`config.mk`:
```
export PLATFORM = sky130hd
export DESIGN_NAME = fbp_ctrl
export DESIGN_NICKNAME = d
export VERILOG_FILES = /design/src/verilog/fbp_bus_cycle.v /design/src/verilog/fbp_ctrl.v
export VERILOG_INCLUDE_DIRS = /design/src /design/src/verilog
export SDC_FILE = /design/constraint.sdc
export NUM_CORES = 1
export LEC_CHECK = 0
export BUFFER_PORTS_ARGS = -buffer_cell sky130_fd_sc_hd__buf_2
export CAP_MARGIN = 20
export CELL_PAD_IN_SITES_DETAIL_PLACEMENT = 1
export CELL_PAD_IN_SITES_GLOBAL_PLACEMENT = 2
export CORE_UTILIZATION = 33
export DETAILED_ROUTE_END_ITERATION = 10
export PLACE_DENSITY_LB_ADDON = 0.08
export SYNTH_ARGS = -nofsm -noshare
export SYNTH_HDL_FRONTEND = slang
export SYNTH_SLANG_ARGS = --single-unit
```
`constraint.sdc`:
```
create_clock -name clk -period 3.4 [get_ports clk]
set_input_delay 0.17 -clock clk [delete_from_list [all_inputs] [get_ports clk]]
set_output_delay 0.17 -clock clk [all_outputs]
set_load 0.005 [all_outputs]
```
`src/verilog/fbp_regs.vh`:
```
// register offsets, command codes and timing constants for the protection controller
`ifndef FBP_REGS_VH
`define FBP_REGS_VH
// controller register byte offsets
`define FBP_OFF_CTRL 12'h000
`define FBP_OFF_ADDR 12'h004
`define FBP_OFF_WDATA 12'h008
`define FBP_OFF_STATUS 12'h00C
`define FBP_OFF_RDATA 12'h010
`define FBP_OFF_PWLO 12'h014
`define FBP_OFF_PWHI 12'h018
// control fields
`define FBP_CTRL_OP_LSB 0
`define FBP_CTRL_OP_MSB 3
`define FBP_CTRL_X16_BIT 8
`define FBP_CTRL_START_BIT 31
// status fields
`define FBP_ST_BUSY_BIT 0
`define FBP_ST_DONE_BIT 1
`define FBP_ST_REFUSED_BIT 2
// operation codes
`define FBP_OP_ENTER_LOCKREG 4'h0
`define FBP_OP_ENTER_PASSWORD 4'h1
`define FBP_OP_ENTER_NVPROT 4'h2
`define FBP_OP_ENTER_LOCKBIT 4'h3
`define FBP_OP_ENTER_VPROT 4'h4
`define FBP_OP_EXIT 4'h5
`define FBP_OP_PROGRAM 4'h6
`define FBP_OP_READ 4'h7
`define FBP_OP_CLEAR_ALL 4'h8
`define FBP_OP_UNLOCK_PW 4'h9
// flash command data codes
`define FBP_D_UNLOCK1 8'hAA
`define FBP_D_UNLOCK2 8'h55
`define FBP_D_LOCKREG 8'h40
`define FBP_D_PASSWORD 8'h60
`define FBP_D_NVPROT 8'hC0
`define FBP_D_LOCKBIT 8'h50
`define FBP_D_VPROT 8'hE0
`define FBP_D_PROGRAM 8'hA0
`define FBP_D_EXIT1 8'h90
`define FBP_D_EXIT2 8'h00
`define FBP_D_CLR1 8'h80
`define FBP_D_CLR2 8'h30
`define FBP_D_UNL1 8'h25
`define FBP_D_UNL2 8'h03
`define FBP_D_UNL3 8'h29
`define FBP_D_PROTECTED 8'h00
`define FBP_D_UNPROTECTED 8'h01
// unlock cycle addresses per bus width
`define FBP_A8_FIRST 24'h000AAA
`define FBP_A8_SECOND 24'h000555
`define FBP_A16_FIRST 24'h000555
`define FBP_A16_SECOND 24'h0002AA
// timing
`define FBP_CLK_MHZ 100
`define FBP_UNLOCK_GAP_US 6
`define FBP_UNLOCK_GAP_CYC (`FBP_UNLOCK_GAP_US * `FBP_CLK_MHZ)
`define FBP_PHASE_NS 30
`define FBP_PHASE_CYC ((`FBP_PHASE_NS * `FBP_CLK_MHZ + 999) / 1000)
`endif
```
`src/verilog/fbp_bus_cycle.v`:
```
// one asynchronous flash bus cycle: write strobe or read strobe with sampling
`timescale 1ns/1ns
module fbp_bus_cycle #(
    parameter PHASE_CYC = 3
) (
    // clock and reset
    input wire clk,
    input wire sys_rst,
    // request
    input wire req,
    input wire rd,
    input wire [23:0] addr,
    input wire [15:0] wdata,
    output reg ack_r,
    output reg [15:0] rdata_r,
    // flash pins
    output reg [23:0] fl_addr_r,
    output reg [15:0] fl_dq_o_r,
    output reg fl_dq_oe_r,
    input wire [15:0] fl_dq_i,
    output reg fl_ce_n_r,
    output reg fl_oe_n_r,
    output reg fl_we_n_r
);
    localparam S_IDLE = 2'd0;
    localparam S_SETUP = 2'd1;
    localparam S_STROBE = 2'd2;
    localparam S_HOLD = 2'd3;
    reg [1:0] st_r;
    reg [7:0] cnt_r;
    reg rd_r;
    // three-stage sampler for the data pins, from outside this clock
    reg [15:0] dq_s1_r;
    reg [15:0] dq_s2_r;
    reg [15:0] dq_s3_r;
    always @(posedge clk) begin
        dq_s1_r <= fl_dq_i;
        dq_s2_r <= dq_s1_r;
        dq_s3_r <= dq_s2_r;
    end
    // cycle sequencer: setup, strobe low, release
    always @(posedge clk) begin
        if (sys_rst) begin
            st_r <= S_IDLE;
            cnt_r <= 8'h00;
            rd_r <= 1'b0;
            ack_r <= 1'b0;
            rdata_r <= 16'h0000;
            fl_addr_r <= 24'h000000;
            fl_dq_o_r <= 16'h0000;
            fl_dq_oe_r <= 1'b0;
            fl_ce_n_r <= 1'b1;
            fl_oe_n_r <= 1'b1;
            fl_we_n_r <= 1'b1;
        end else begin
            ack_r <= 1'b0;
            case (st_r)
                S_IDLE: begin
                    if (req) begin
                        fl_addr_r <= addr;
                        fl_dq_o_r <= wdata;
                        fl_dq_oe_r <= ~rd;
                        rd_r <= rd;
                        fl_ce_n_r <= 1'b0;
                        cnt_r <= PHASE_CYC[7:0];
                        st_r <= S_SETUP;
                    end
                end
                S_SETUP: begin
                    if (cnt_r <= 8'h01) begin
                        fl_oe_n_r <= ~rd_r;
                        fl_we_n_r <= rd_r;
                        cnt_r <= PHASE_CYC[7:0] + 8'h02; // extra for sampler delay
                        st_r <= S_STROBE;
                    end else begin
                        cnt_r <= cnt_r - 8'h01;
                    end
                end
                S_STROBE: begin
                    if (cnt_r <= 8'h01) begin
                        if (rd_r && dq_s2_r == dq_s3_r) begin
                            rdata_r <= dq_s3_r;
                        end
                        fl_oe_n_r <= 1'b1;
                        fl_we_n_r <= 1'b1;
                        cnt_r <= PHASE_CYC[7:0];
                        st_r <= S_HOLD;
                    end else begin
                        cnt_r <= cnt_r - 8'h01;
                    end
                end
                S_HOLD: begin
                    if (cnt_r <= 8'h01) begin
                        fl_ce_n_r <= 1'b1;
                        fl_dq_oe_r <= 1'b0;
                        ack_r <= 1'b1;
                        st_r <= S_IDLE;
                    end else begin
                        cnt_r <= cnt_r - 8'h01;
                    end
                end
                default: st_r <= S_IDLE;
            endcase
        end
    end
endmodule // fbp_bus_cycle

```
`src/verilog/fbp_ctrl.v`:
```
// host controller issuing block protection command sequences to a parallel flash
`timescale 1ns/1ns
`include "fbp_regs.vh"
module fbp_ctrl #(
    parameter UNLOCK_GAP_CYC = `FBP_UNLOCK_GAP_CYC,
    parameter PHASE_CYC = `FBP_PHASE_CYC
) (
    // clock and reset
    input wire clk,
    input wire sys_rst,
    // axi4-lite write address and data
    input wire [11:0] s_awaddr,
    input wire s_awvalid,
    output reg s_awready_r,
    input wire [31:0] s_wdata,
    input wire [3:0] s_wstrb,
    input wire s_wvalid,
    output reg s_wready_r,
    // axi4-lite write response
    output reg [1:0] s_bresp_r,
    output reg s_bvalid_r,
    input wire s_bready,
    // axi4-lite read
    input wire [11:0] s_araddr,
    input wire s_arvalid,
    output reg s_arready_r,
    output reg [31:0] s_rdata_r,
    output reg [1:0] s_rresp_r,
    output reg s_rvalid_r,
    input wire s_rready,
    // flash pins
    output wire [23:0] fl_addr,
    output wire [15:0] fl_dq_o,
    output wire fl_dq_oe,
    input wire [15:0] fl_dq_i,
    output wire fl_ce_n,
    output wire fl_oe_n,
    output wire fl_we_n
);
    // software registers
    reg [3:0] op_r;
    reg x16_r;
    reg [23:0] addr_r;
    reg [15:0] wdata_r;
    reg [63:0] pw_r;
    reg busy_r;
    reg done_r;
    reg refused_r;
    reg [15:0] rdata_r;
    reg [31:0] gap_r;
    // sequencer state
    reg [4:0] step_r;
    reg [4:0] nsteps_r;
    reg cyc_req_r;
    reg cyc_rd_r;
    reg [23:0] cyc_addr_r;
    reg [15:0] cyc_wdata_r;
    wire cyc_ack;
    wire [15:0] cyc_rdata;
    reg [4:0] nsteps_nxt;
    reg [23:0] a_nxt;
    reg [15:0] d_nxt;
    reg rd_nxt;
    // axi holding
    reg aw_got_r;
    reg w_got_r;
    reg [11:0] aw_r;
    reg [31:0] w_r;
    reg [3:0] ws_r;

    fbp_bus_cycle #(.PHASE_CYC(PHASE_CYC)) u_cyc (
        .clk(clk),
        .sys_rst(sys_rst),
        .req(cyc_req_r),
        .rd(cyc_rd_r),
        .addr(cyc_addr_r),
        .wdata(cyc_wdata_r),
        .ack_r(cyc_ack),
        .rdata_r(cyc_rdata),
        .fl_addr_r(fl_addr),
        .fl_dq_o_r(fl_dq_o),
        .fl_dq_oe_r(fl_dq_oe),
        .fl_dq_i(fl_dq_i),
        .fl_ce_n_r(fl_ce_n),
        .fl_oe_n_r(fl_oe_n),
        .fl_we_n_r(fl_we_n)
    );

    // unlock cycle address for bus width
    function [23:0] unl_addr;
        input first;
        input x16;
        begin
            if (x16) begin
                unl_addr = first ? `FBP_A16_FIRST : `FBP_A16_SECOND;
            end else begin
                unl_addr = first ? `FBP_A8_FIRST : `FBP_A8_SECOND;
            end
        end
    endfunction

    // password portion for an index; bytes in x8, words in x16
    function [15:0] pw_portion;
        input [63:0] pw;
        input [2:0] idx;
        input x16;
        begin
            if (x16) begin
                pw_portion = pw[{idx[1:0], 4'h0} +: 16];
            end else begin
                pw_portion = {8'h00, pw[{idx, 3'h0} +: 8]};
            end
        end
    endfunction

    // cycles per operation
    always @* begin
        case (op_r)
            `FBP_OP_ENTER_LOCKREG, `FBP_OP_ENTER_PASSWORD, `FBP_OP_ENTER_NVPROT,
            `FBP_OP_ENTER_LOCKBIT, `FBP_OP_ENTER_VPROT: nsteps_nxt = 5'd3;
            `FBP_OP_EXIT, `FBP_OP_PROGRAM, `FBP_OP_CLEAR_ALL: nsteps_nxt = 5'd2;
            `FBP_OP_READ: nsteps_nxt = 5'd1;
            `FBP_OP_UNLOCK_PW: nsteps_nxt = x16_r ? 5'd7 : 5'd11;
            default: nsteps_nxt = 5'd0;
        endcase
    end

    // address, data and direction of the current step
    always @* begin
        a_nxt = 24'h000000;
        d_nxt = 16'h0000;
        rd_nxt = 1'b0;
        case (op_r)
            `FBP_OP_ENTER_LOCKREG, `FBP_OP_ENTER_PASSWORD, `FBP_OP_ENTER_NVPROT,
            `FBP_OP_ENTER_LOCKBIT, `FBP_OP_ENTER_VPROT: begin
                a_nxt = unl_addr(step_r != 5'd1, x16_r);
                if (step_r == 5'd0) begin
                    d_nxt = {8'h00, `FBP_D_UNLOCK1};
                end else if (step_r == 5'd1) begin
                    d_nxt = {8'h00, `FBP_D_UNLOCK2};
                end else if (op_r == `FBP_OP_ENTER_LOCKREG) begin
                    d_nxt = {8'h00, `FBP_D_LOCKREG};
                end else if (op_r == `FBP_OP_ENTER_PASSWORD) begin
                    d_nxt = {8'h00, `FBP_D_PASSWORD};
                end else if (op_r == `FBP_OP_ENTER_NVPROT) begin
                    d_nxt = {8'h00, `FBP_D_NVPROT};
                end else if (op_r == `FBP_OP_ENTER_LOCKBIT) begin
                    d_nxt = {8'h00, `FBP_D_LOCKBIT};
                end else begin
                    d_nxt = {8'h00, `FBP_D_VPROT};
                end
            end
            `FBP_OP_EXIT: begin
                d_nxt = {8'h00, (step_r == 5'd0) ? `FBP_D_EXIT1 : `FBP_D_EXIT2};
            end
            `FBP_OP_PROGRAM: begin
                // second cycle carries block or portion address and data; 00/01 from software
                if (step_r == 5'd0) begin
                    d_nxt = {8'h00, `FBP_D_PROGRAM};
                end else begin
                    a_nxt = addr_r;
                    d_nxt = wdata_r;
                end
            end
            `FBP_OP_READ: begin
                a_nxt = addr_r;
                rd_nxt = 1'b1;
            end
            `FBP_OP_CLEAR_ALL: begin
                d_nxt = {8'h00, (step_r == 5'd0) ? `FBP_D_CLR1 : `FBP_D_CLR2};
            end
            `FBP_OP_UNLOCK_PW: begin
                if (step_r == 5'd0) begin
                    d_nxt = {8'h00, `FBP_D_UNL1};
                end else if (step_r == 5'd1) begin
                    d_nxt = {8'h00, `FBP_D_UNL2};
                end else if (step_r == nsteps_r - 5'd1) begin
                    d_nxt = {8'h00, `FBP_D_UNL3};
                end else begin
                    a_nxt = {21'h000000, step_r[2:0] - 3'd2};
                    d_nxt = pw_portion(pw_r, step_r[2:0] - 3'd2, x16_r);
                end
            end
            default: begin
                a_nxt = 24'h000000;
            end
        endcase
    end

    // axi4-lite slave and command sequencer
    always @(posedge clk) begin
        if (sys_rst) begin
            s_awready_r <= 1'b0;
            s_wready_r <= 1'b0;
            s_bvalid_r <= 1'b0;
            s_bresp_r <= 2'b00;
            s_arready_r <= 1'b0;
            s_rvalid_r <= 1'b0;
            s_rresp_r <= 2'b00;
            s_rdata_r <= 32'h00000000;
            aw_got_r <= 1'b0;
            w_got_r <= 1'b0;
            aw_r <= 12'h000;
            w_r <= 32'h00000000;
            ws_r <= 4'h0;
            op_r <= 4'h0;
            x16_r <= 1'b0;
            addr_r <= 24'h000000;
            wdata_r <= 16'h0000;
            pw_r <= 64'hFFFFFFFFFFFFFFFF;
            busy_r <= 1'b0;
            done_r <= 1'b0;
            refused_r <= 1'b0;
            rdata_r <= 16'h0000;
            gap_r <= 32'h00000000;
            step_r <= 5'd0;
            nsteps_r <= 5'd0;
            cyc_req_r <= 1'b0;
            cyc_rd_r <= 1'b0;
            cyc_addr_r <= 24'h000000;
            cyc_wdata_r <= 16'h0000;
        end else begin
            s_awready_r <= ~aw_got_r & s_awvalid & ~s_awready_r;
            s_wready_r <= ~w_got_r & s_wvalid & ~s_wready_r;
            s_arready_r <= ~s_rvalid_r & s_arvalid & ~s_arready_r;
            cyc_req_r <= 1'b0;
            if (gap_r != 32'h00000000) begin
                gap_r <= gap_r - 32'h00000001;
            end
            if (s_awvalid && s_awready_r) begin
                aw_got_r <= 1'b1;
                aw_r <= s_awaddr;
            end
            if (s_wvalid && s_wready_r) begin
                w_got_r <= 1'b1;
                w_r <= s_wdata;
                ws_r <= s_wstrb;
            end
            if (s_bvalid_r && s_bready) begin
                s_bvalid_r <= 1'b0;
            end
            // register write once both halves are held
            if (aw_got_r && w_got_r && !s_bvalid_r) begin
                aw_got_r <= 1'b0;
                w_got_r <= 1'b0;
                s_bvalid_r <= 1'b1;
                s_bresp_r <= 2'b00;
                case (aw_r)
                    `FBP_OFF_CTRL: begin
                        if (w_r[`FBP_CTRL_START_BIT] && ws_r[3]) begin
                            // unlock attempts inside the guard gap are refused locally
                            if (busy_r || (w_r[`FBP_CTRL_OP_MSB:`FBP_CTRL_OP_LSB]
                                    == `FBP_OP_UNLOCK_PW && gap_r != 32'h00000000)) begin
                                refused_r <= 1'b1;
                            end else begin
                                op_r <= w_r[`FBP_CTRL_OP_MSB:`FBP_CTRL_OP_LSB];
                                x16_r <= w_r[`FBP_CTRL_X16_BIT];
                                busy_r <= 1'b1;
                                done_r <= 1'b0;
                                step_r <= 5'd0;
                                nsteps_r <= 5'd0;
                            end
                        end
                    end
                    `FBP_OFF_ADDR: if (!busy_r) addr_r <= w_r[23:0];
                    `FBP_OFF_WDATA: if (!busy_r) wdata_r <= w_r[15:0];
                    `FBP_OFF_STATUS: begin
                        if (w_r[`FBP_ST_DONE_BIT]) done_r <= 1'b0;
                        if (w_r[`FBP_ST_REFUSED_BIT]) refused_r <= 1'b0;
                    end
                    `FBP_OFF_PWLO: if (!busy_r) pw_r[31:0] <= w_r;
                    `FBP_OFF_PWHI: if (!busy_r) pw_r[63:32] <= w_r;
                    default: s_bresp_r <= 2'b10;
                endcase
            end
            // register read
            if (s_rvalid_r && s_rready) begin
                s_rvalid_r <= 1'b0;
            end
            if (s_arvalid && s_arready_r) begin
                s_rvalid_r <= 1'b1;
                s_rresp_r <= 2'b00;
                case (s_araddr)
                    `FBP_OFF_CTRL: s_rdata_r <= {23'h000000, x16_r, 4'h0, op_r};
                    `FBP_OFF_ADDR: s_rdata_r <= {8'h00, addr_r};
                    `FBP_OFF_WDATA: s_rdata_r <= {16'h0000, wdata_r};
                    `FBP_OFF_STATUS: s_rdata_r <= {29'h00000000, refused_r, done_r, busy_r};
                    `FBP_OFF_RDATA: s_rdata_r <= {16'h0000, rdata_r};
                    `FBP_OFF_PWLO: s_rdata_r <= pw_r[31:0];
                    `FBP_OFF_PWHI: s_rdata_r <= pw_r[63:32];
                    default: begin
                        s_rdata_r <= 32'h00000000;
                        s_rresp_r <= 2'b10;
                    end
                endcase
            end
            // sequencer: launch a cycle, wait for its ack, step on
            if (busy_r) begin
                if (nsteps_r == 5'd0) begin
                    nsteps_r <= nsteps_nxt;
                    if (nsteps_nxt == 5'd0) begin
                        busy_r <= 1'b0;
                        refused_r <= 1'b1;
                    end
                end
                if (cyc_ack) begin
                    if (cyc_rd_r) begin
                        rdata_r <= cyc_rdata;
                    end
                    if (step_r + 5'd1 >= nsteps_r) begin
                        busy_r <= 1'b0;
                        done_r <= 1'b1;
                        if (op_r == `FBP_OP_UNLOCK_PW) begin
                            gap_r <= UNLOCK_GAP_CYC;
                        end
                    end else begin
                        step_r <= step_r + 5'd1;
                    end
                end
            end
            // register step data on the same edge as each request
            if (busy_r && nsteps_r != 5'd0 && !cyc_req_r && fl_ce_n && !cyc_ack) begin
                cyc_req_r <= 1'b1;
                cyc_rd_r <= rd_nxt;
                cyc_addr_r <= a_nxt;
                cyc_wdata_r <= d_nxt;
            end
        end
    end
endmodule // fbp_ctrl

```
---- Word-level counts from Yosys, hierarchy flattened ----
Cells that the tools add are included.
W data, S select, Z words.
word-level totals
  register bits ........................... 423
  bits of input ports ..................... 83
  output and inout port bits .............. 85
  logic and storage cells ................. 249
cells by class
  add/subtract/negate cells ............... 5
  $lt $le $gt $ge ......................... 2
  equality and inequality tests ........... 33
  shift-type cells ........................ 2
  muxes and demuxes ....................... 97
  bitwise operators ....................... 17
  reductions and logical operators ........ 49
operator list
  operator                 number
  $pmux W32 S7             1
  $mux W32                 5
  $mux W8                  12
  $pmux W24 S4             1
  $mux W16                 5
  $pmux W16 S5             1
  $mux W5                  13
  $shiftx A64 B7 Y16       1
  $shiftx A64 B7 Y8        1
  $eq A12 B5 Y1 const B    5
  $eq A12 B4 Y1 const B    4
  $mux W1                  36
  $pmux W8 S4              1
  $reduce_bool A32 Y1      1
  $sub A32 B1 Y32 const B  1
  $eq A12 B3 Y1 const B    2
  $logic_not A12 Y1        2
  $mux W12                 2
  $mux W24                 1
  $reduce_and A3 Y1        8
  $eq A16 B16 Y1           1
  $eq A4 B3 Y1 const B     4
  $pmux W4 S4              1
  $logic_not A5 Y1         3
  38 further kinds         93

---- Depth between registers and ports, before layout ----
  word-level depth ........................ 12
  gate-level depth with buffers ........... 14
  gate-level depth less buffers ........... 10

---- Modules after synthesis ----
From an unflattened synthesis, not the netlist that was laid out.
second synthesis, totals
  cells, all modules ...................... 2016
  area, all modules ....................... 17651.9 um^2
modules (own cells, without submodules)
  module         instances  cells each  area an instance (um^2)
  fbp_ctrl       1          1587        13638.1
  fbp_bus_cycle  1          429         4013.8

---- Worst setup path before layout ----
No wires, ideal clock.
  path kind ............................... register to register
  from .................................... reg step_r[0]
  to ...................................... reg gap_r[10]
  setup time .............................. 0.128 ns
  data arrival time ....................... 3.588 ns
  required time ........................... 3.272 ns
  path slack .............................. -0.316 ns
  cell stages (with the launch flop) ...... 14
  path buffers ............................ 5
  cells stage by stage .................... dfxtp_1 -> clkbuf_1 -> buf_2 -> clkbuf_1 -> inv_1 -> ha_1 -> ha_1 -> a31oi_1 -> o21ai_0 -> nand2_1 -> nand2b_1 -> clkbuf_1 -> clkbuf_1 -> nor2_1
between the ends
  word-level cells in the longest chain between the ends .. 5
RTL lines
  item                    line            text
  from (decl)             fbp_ctrl.v:52   reg [4:0] step_r;
  from (signal assigned)  fbp_ctrl.v:317  step_r <= step_r + 5'd1;
  $add A5 B1 Y5           fbp_ctrl.v:310  if (step_r + 5'd1 >= nsteps_r) begin
  $ge A5 B5 Y1            fbp_ctrl.v:310
  $mux W32                fbp_ctrl.v:310
  $mux W32                fbp_ctrl.v:306  if (cyc_ack) begin
  $mux W32                fbp_ctrl.v:298  if (busy_r) begin
  to (signal assigned)    fbp_ctrl.v:228  gap_r <= gap_r - 32'h00000001;
  to (decl)               fbp_ctrl.v:50   reg [31:0] gap_r;
No other way between the ends.
A chain may end at the register's enable or synchronous reset.

---- Worst setup path after layout ----
  from .................................... reg step_r[1]
  to ...................................... reg cyc_addr_r[17]
between the ends
  word-level cells in the longest chain between the ends .. 3
RTL lines
  item                  line                            text
  $logic_not A5 Y1      fbp_ctrl.v:158, fbp_ctrl.v:173
  $mux W24              fbp_ctrl.v:158                  if (step_r == 5'd0) begin
  $pmux W24 S4          fbp_ctrl.v:133                  case (op_r)
  to (signal assigned)  fbp_ctrl.v:325                  cyc_addr_r <= a_nxt;
  to (decl)             fbp_ctrl.v:56                   reg [23:0] cyc_addr_r;
No other way between the ends.

==> results.md <==
- Share of the synthesized area in the top cell type: 48.3%
- Std cell rows: 83
- Most common cell after layout, fill and taps aside: dfxtp_1
- Number of synthesized flops with an enable pin: 0
- Clk pin slew, worst setup/hold paths: 60 ps
- First-pass detailed-route iteration total: 6
- Pwr dens: 601 mW/mm^2
- H-tree Lvls: 2
- Congestion Overflow GR: 0
- Final hold slack: 37.6 ps
- FFs w/ async S/R, synth: 0%
- Initial antenna violation count: 1
- RSZ-0062 raised after global routing: false
- Width of the die: 231 um
- Post-synth top area cell: dfxtp_1
- Synthesis-stage register bit count: 418
- Tot GR Track Use: 21.9%
- Vias/cell: 5.25
- First-pass GRT wire length: 90700 um
- Crit path max fanout: 13
- Primary FF master, synth: dfxtp_1
- Endpoints failing setup: 0
- Max stage delay on crit path: 740 ps
- DRC viols: 0
- Period utilization: 83.4%
- Distinct cells, synth: 70
- Crit path time final: 2830 ps
- Worst setup EP type: flop
- Crit-path slowest cell: or4b_2
- Worst vdd ir: 0.000423 V
- Ranking of synthesized cells by area: dfxtp_1, nand2_1, a21oi_1
- Register area: 0.00837 mm^2
- Clk buf depth: 3
- Worst EP required: 3840 ps
- Hold Crit Class: input pin to flop
- PortBufs: 162
- HPWL Detailed: 40300 um
- Cells after synthesis: 1903
- Area of the die: 0.0534 mm^2
- Share of layout cells above drive strength 1: 15.9%
- Area Growth Syn to Fin: 22.3%
- Worst setup path class: flop to flop
- Number of buffers created by CTS: 48
- Startpoint class of the critical path: flop
- Clk_lat worst skew: 590 ps
- Post-cts resize count: 0
- Synth Cell Area: 0.0173 mm^2
- CTS tree: built
- Fin area: 0.0212 mm^2
- Root Buffer: clkbuf_16
- Vias in the first global route: 15.1k
- Core box area: 0.0516 mm^2
- IO Count: 168
- # clock sinks: 418
- Most frequent cells in the layout: dfxtp_1, nand2_1, a21oi_1
- Post-route antenna net violation count: 0
- Final GP Congestion: 0.847
- Final Hold Viols: 0
- # fillers: 5939
- Dpl cell area: 0.0189 mm^2
- Routed len/inst: 20.8 um
- Routed Wire Length: 58400 um
- Worst slew pin tran: 914 ps
- Leak: 7.76 nW
- DRT iter0 DRCs: 948
- Clock Skews: 19.9 ps
- Sequential fraction of the synthesis area: 48.3%
- Via count: 14.8k
- Die Y: 231 um
- Max-slew headroom: 38.2%
- Average size of a mapped cell: 9.10 um^2
- Setup TNS: 0 ps
- Outcome: finished, final reports clean
- Initial Util: 33.6%
- Fmax: 353 MHz
- Final net count: 2191
- Area of the multi-input gates: 0.00840 mm^2
- Post-CTS Setup Inserts: 0
- Pin count of the biggest net entering global routing: 125
- Pre-CTS WS: 584 ps
- Crit path cell chain: inv_1 > ha_1 > or4b_2 > o21a_1 > and3_1 > a22oi_1 > nor2_1
- Final Max Tran Viols: 0
- Max-cap viol count: 0
- Synth warn: 0
- Final setup margin: 566 ps
- CP arrival: 3280 ps
state kept, by name, summed over array words and instances, names as in the netlist, 8 cells and up:
| register | cells |
|---|---|
| pw_r | 64 |
| gap_r | 32 |
| s_rdata_r | 32 |
| w_r | 32 |
| addr_r | 24 |
| cyc_addr_r | 24 |
| u_cyc.fl_addr_r | 24 |
| cyc_wdata_r | 16 |
| rdata_r | 16 |
| u_cyc.dq_s1_r | 16 |
| u_cyc.dq_s2_r | 16 |
| u_cyc.dq_s3_r | 16 |
| u_cyc.fl_dq_o_r | 16 |
| u_cyc.rdata_r | 16 |
| wdata_r | 16 |
| aw_r | 12 |
| u_cyc.cnt_r | 8 |
cells in the mapped netlist (all sizes together) (6+ instances only):
library cell,instances
dfxtp,418
nand2,331
a21oi,205
nor2,152
clkbuf,118
nor2b,71
a211o,64
mux2i,55
o21ai,41
xnor2,38
nor3,37
a22oi,36
mux4,34
nand3,25
xor2,21
a21o,20
inv,20
a222oi,19
ha,19
buf,18
nor4,18
a22o,12
a221oi,10
nand2b,9
nor4b,9
a211oi,8
and2,8
or3,8
nand3b,6
or4,6
metrics by stage:
| step | power, mW | utilization, % | cells |
|---|---|---|---|
| final | 12.7 | 41.0 | 2808 |
| after global routing | 13.4 | 41.0 | 2807 |
| after CTS | 12.9 | 41.0 | 2806 |
| after detailed placement | 7.44 | 36.5 | 2651 |
| after global placement | 7.38 | 36.5 | 2651 |
| after floorplan | 6.97 | - | 1904 |
area by class of cell:
class	count	area share [%]
inverter	21	0.372
antenna	1	0.0118
clock buffer	70	6.44
timing repair buffer	271	8.77
multi-input combinational	1329	39.6
sequential	418	39.5
tap	680	4.02
clock inverter	18	1.23
logic make-up after synthesis:
group / share of synthesized area (%)
adder cells (fa/ha/maj): 1.37
XOR/XNOR: 3.11
other: 0.0217
flip-flops: 48.3
buffers and inverters: 3.56
AO/OA/AOI/OAI: 17.4
multiplexers: 7.60
AND/OR/NAND/NOR: 18.6
where the power goes:
group | switching (mW) | total (mW) | internal (mW)
sequential | 0.217 | 5.36 | 5.14
clock | 2.11 | 5.34 | 3.24
combinational | 1.23 | 2.03 | 0.799
total | 3.55 | 12.7 | 9.18
worst max-delay path, delay by kind of cell, from the launching register on:
family	cells	cell delay, ps
and+or+nand+nor	3	1240
AOI/OAI and AO/OA	2	600
DFF	1	390
buffers and inverters	1	240
adders and majority gates	1	210
per-layer routing:
metal / wire length, um / GRT usage, %
met5: 13 / 0
met4: 1220 / 6.33
met3: 2240 / 3.01
met2: 27000 / 35.7
met1: 28000 / 30.1
repair_timing:
item	in CTS	in global routing
endpoints found under the setup margin	0	0
hold buffers	67	0
hold endpoints to repair	67	0
worst paths after layout:
kind / startpoint / to / slack, ps / cells past startpoint
setup / recovery: step_r[1]$_SDFF_PP0_ / cyc_addr_r[17]$_SDFFE_PP0P_ / 570 / 7
hold / removal: sys_rst / step_r[4]$_SDFF_PP0_ / 40 / 2
setup reg to reg: step_r[1]$_SDFF_PP0_ / cyc_addr_r[17]$_SDFFE_PP0P_ / 570 / 7
hold reg to reg: u_cyc.dq_s1_r[10]$_DFF_P_ / u_cyc.dq_s2_r[10]$_DFF_P_ / 330 / 0
Note: power is estimated with default switching activity, not from simulation.
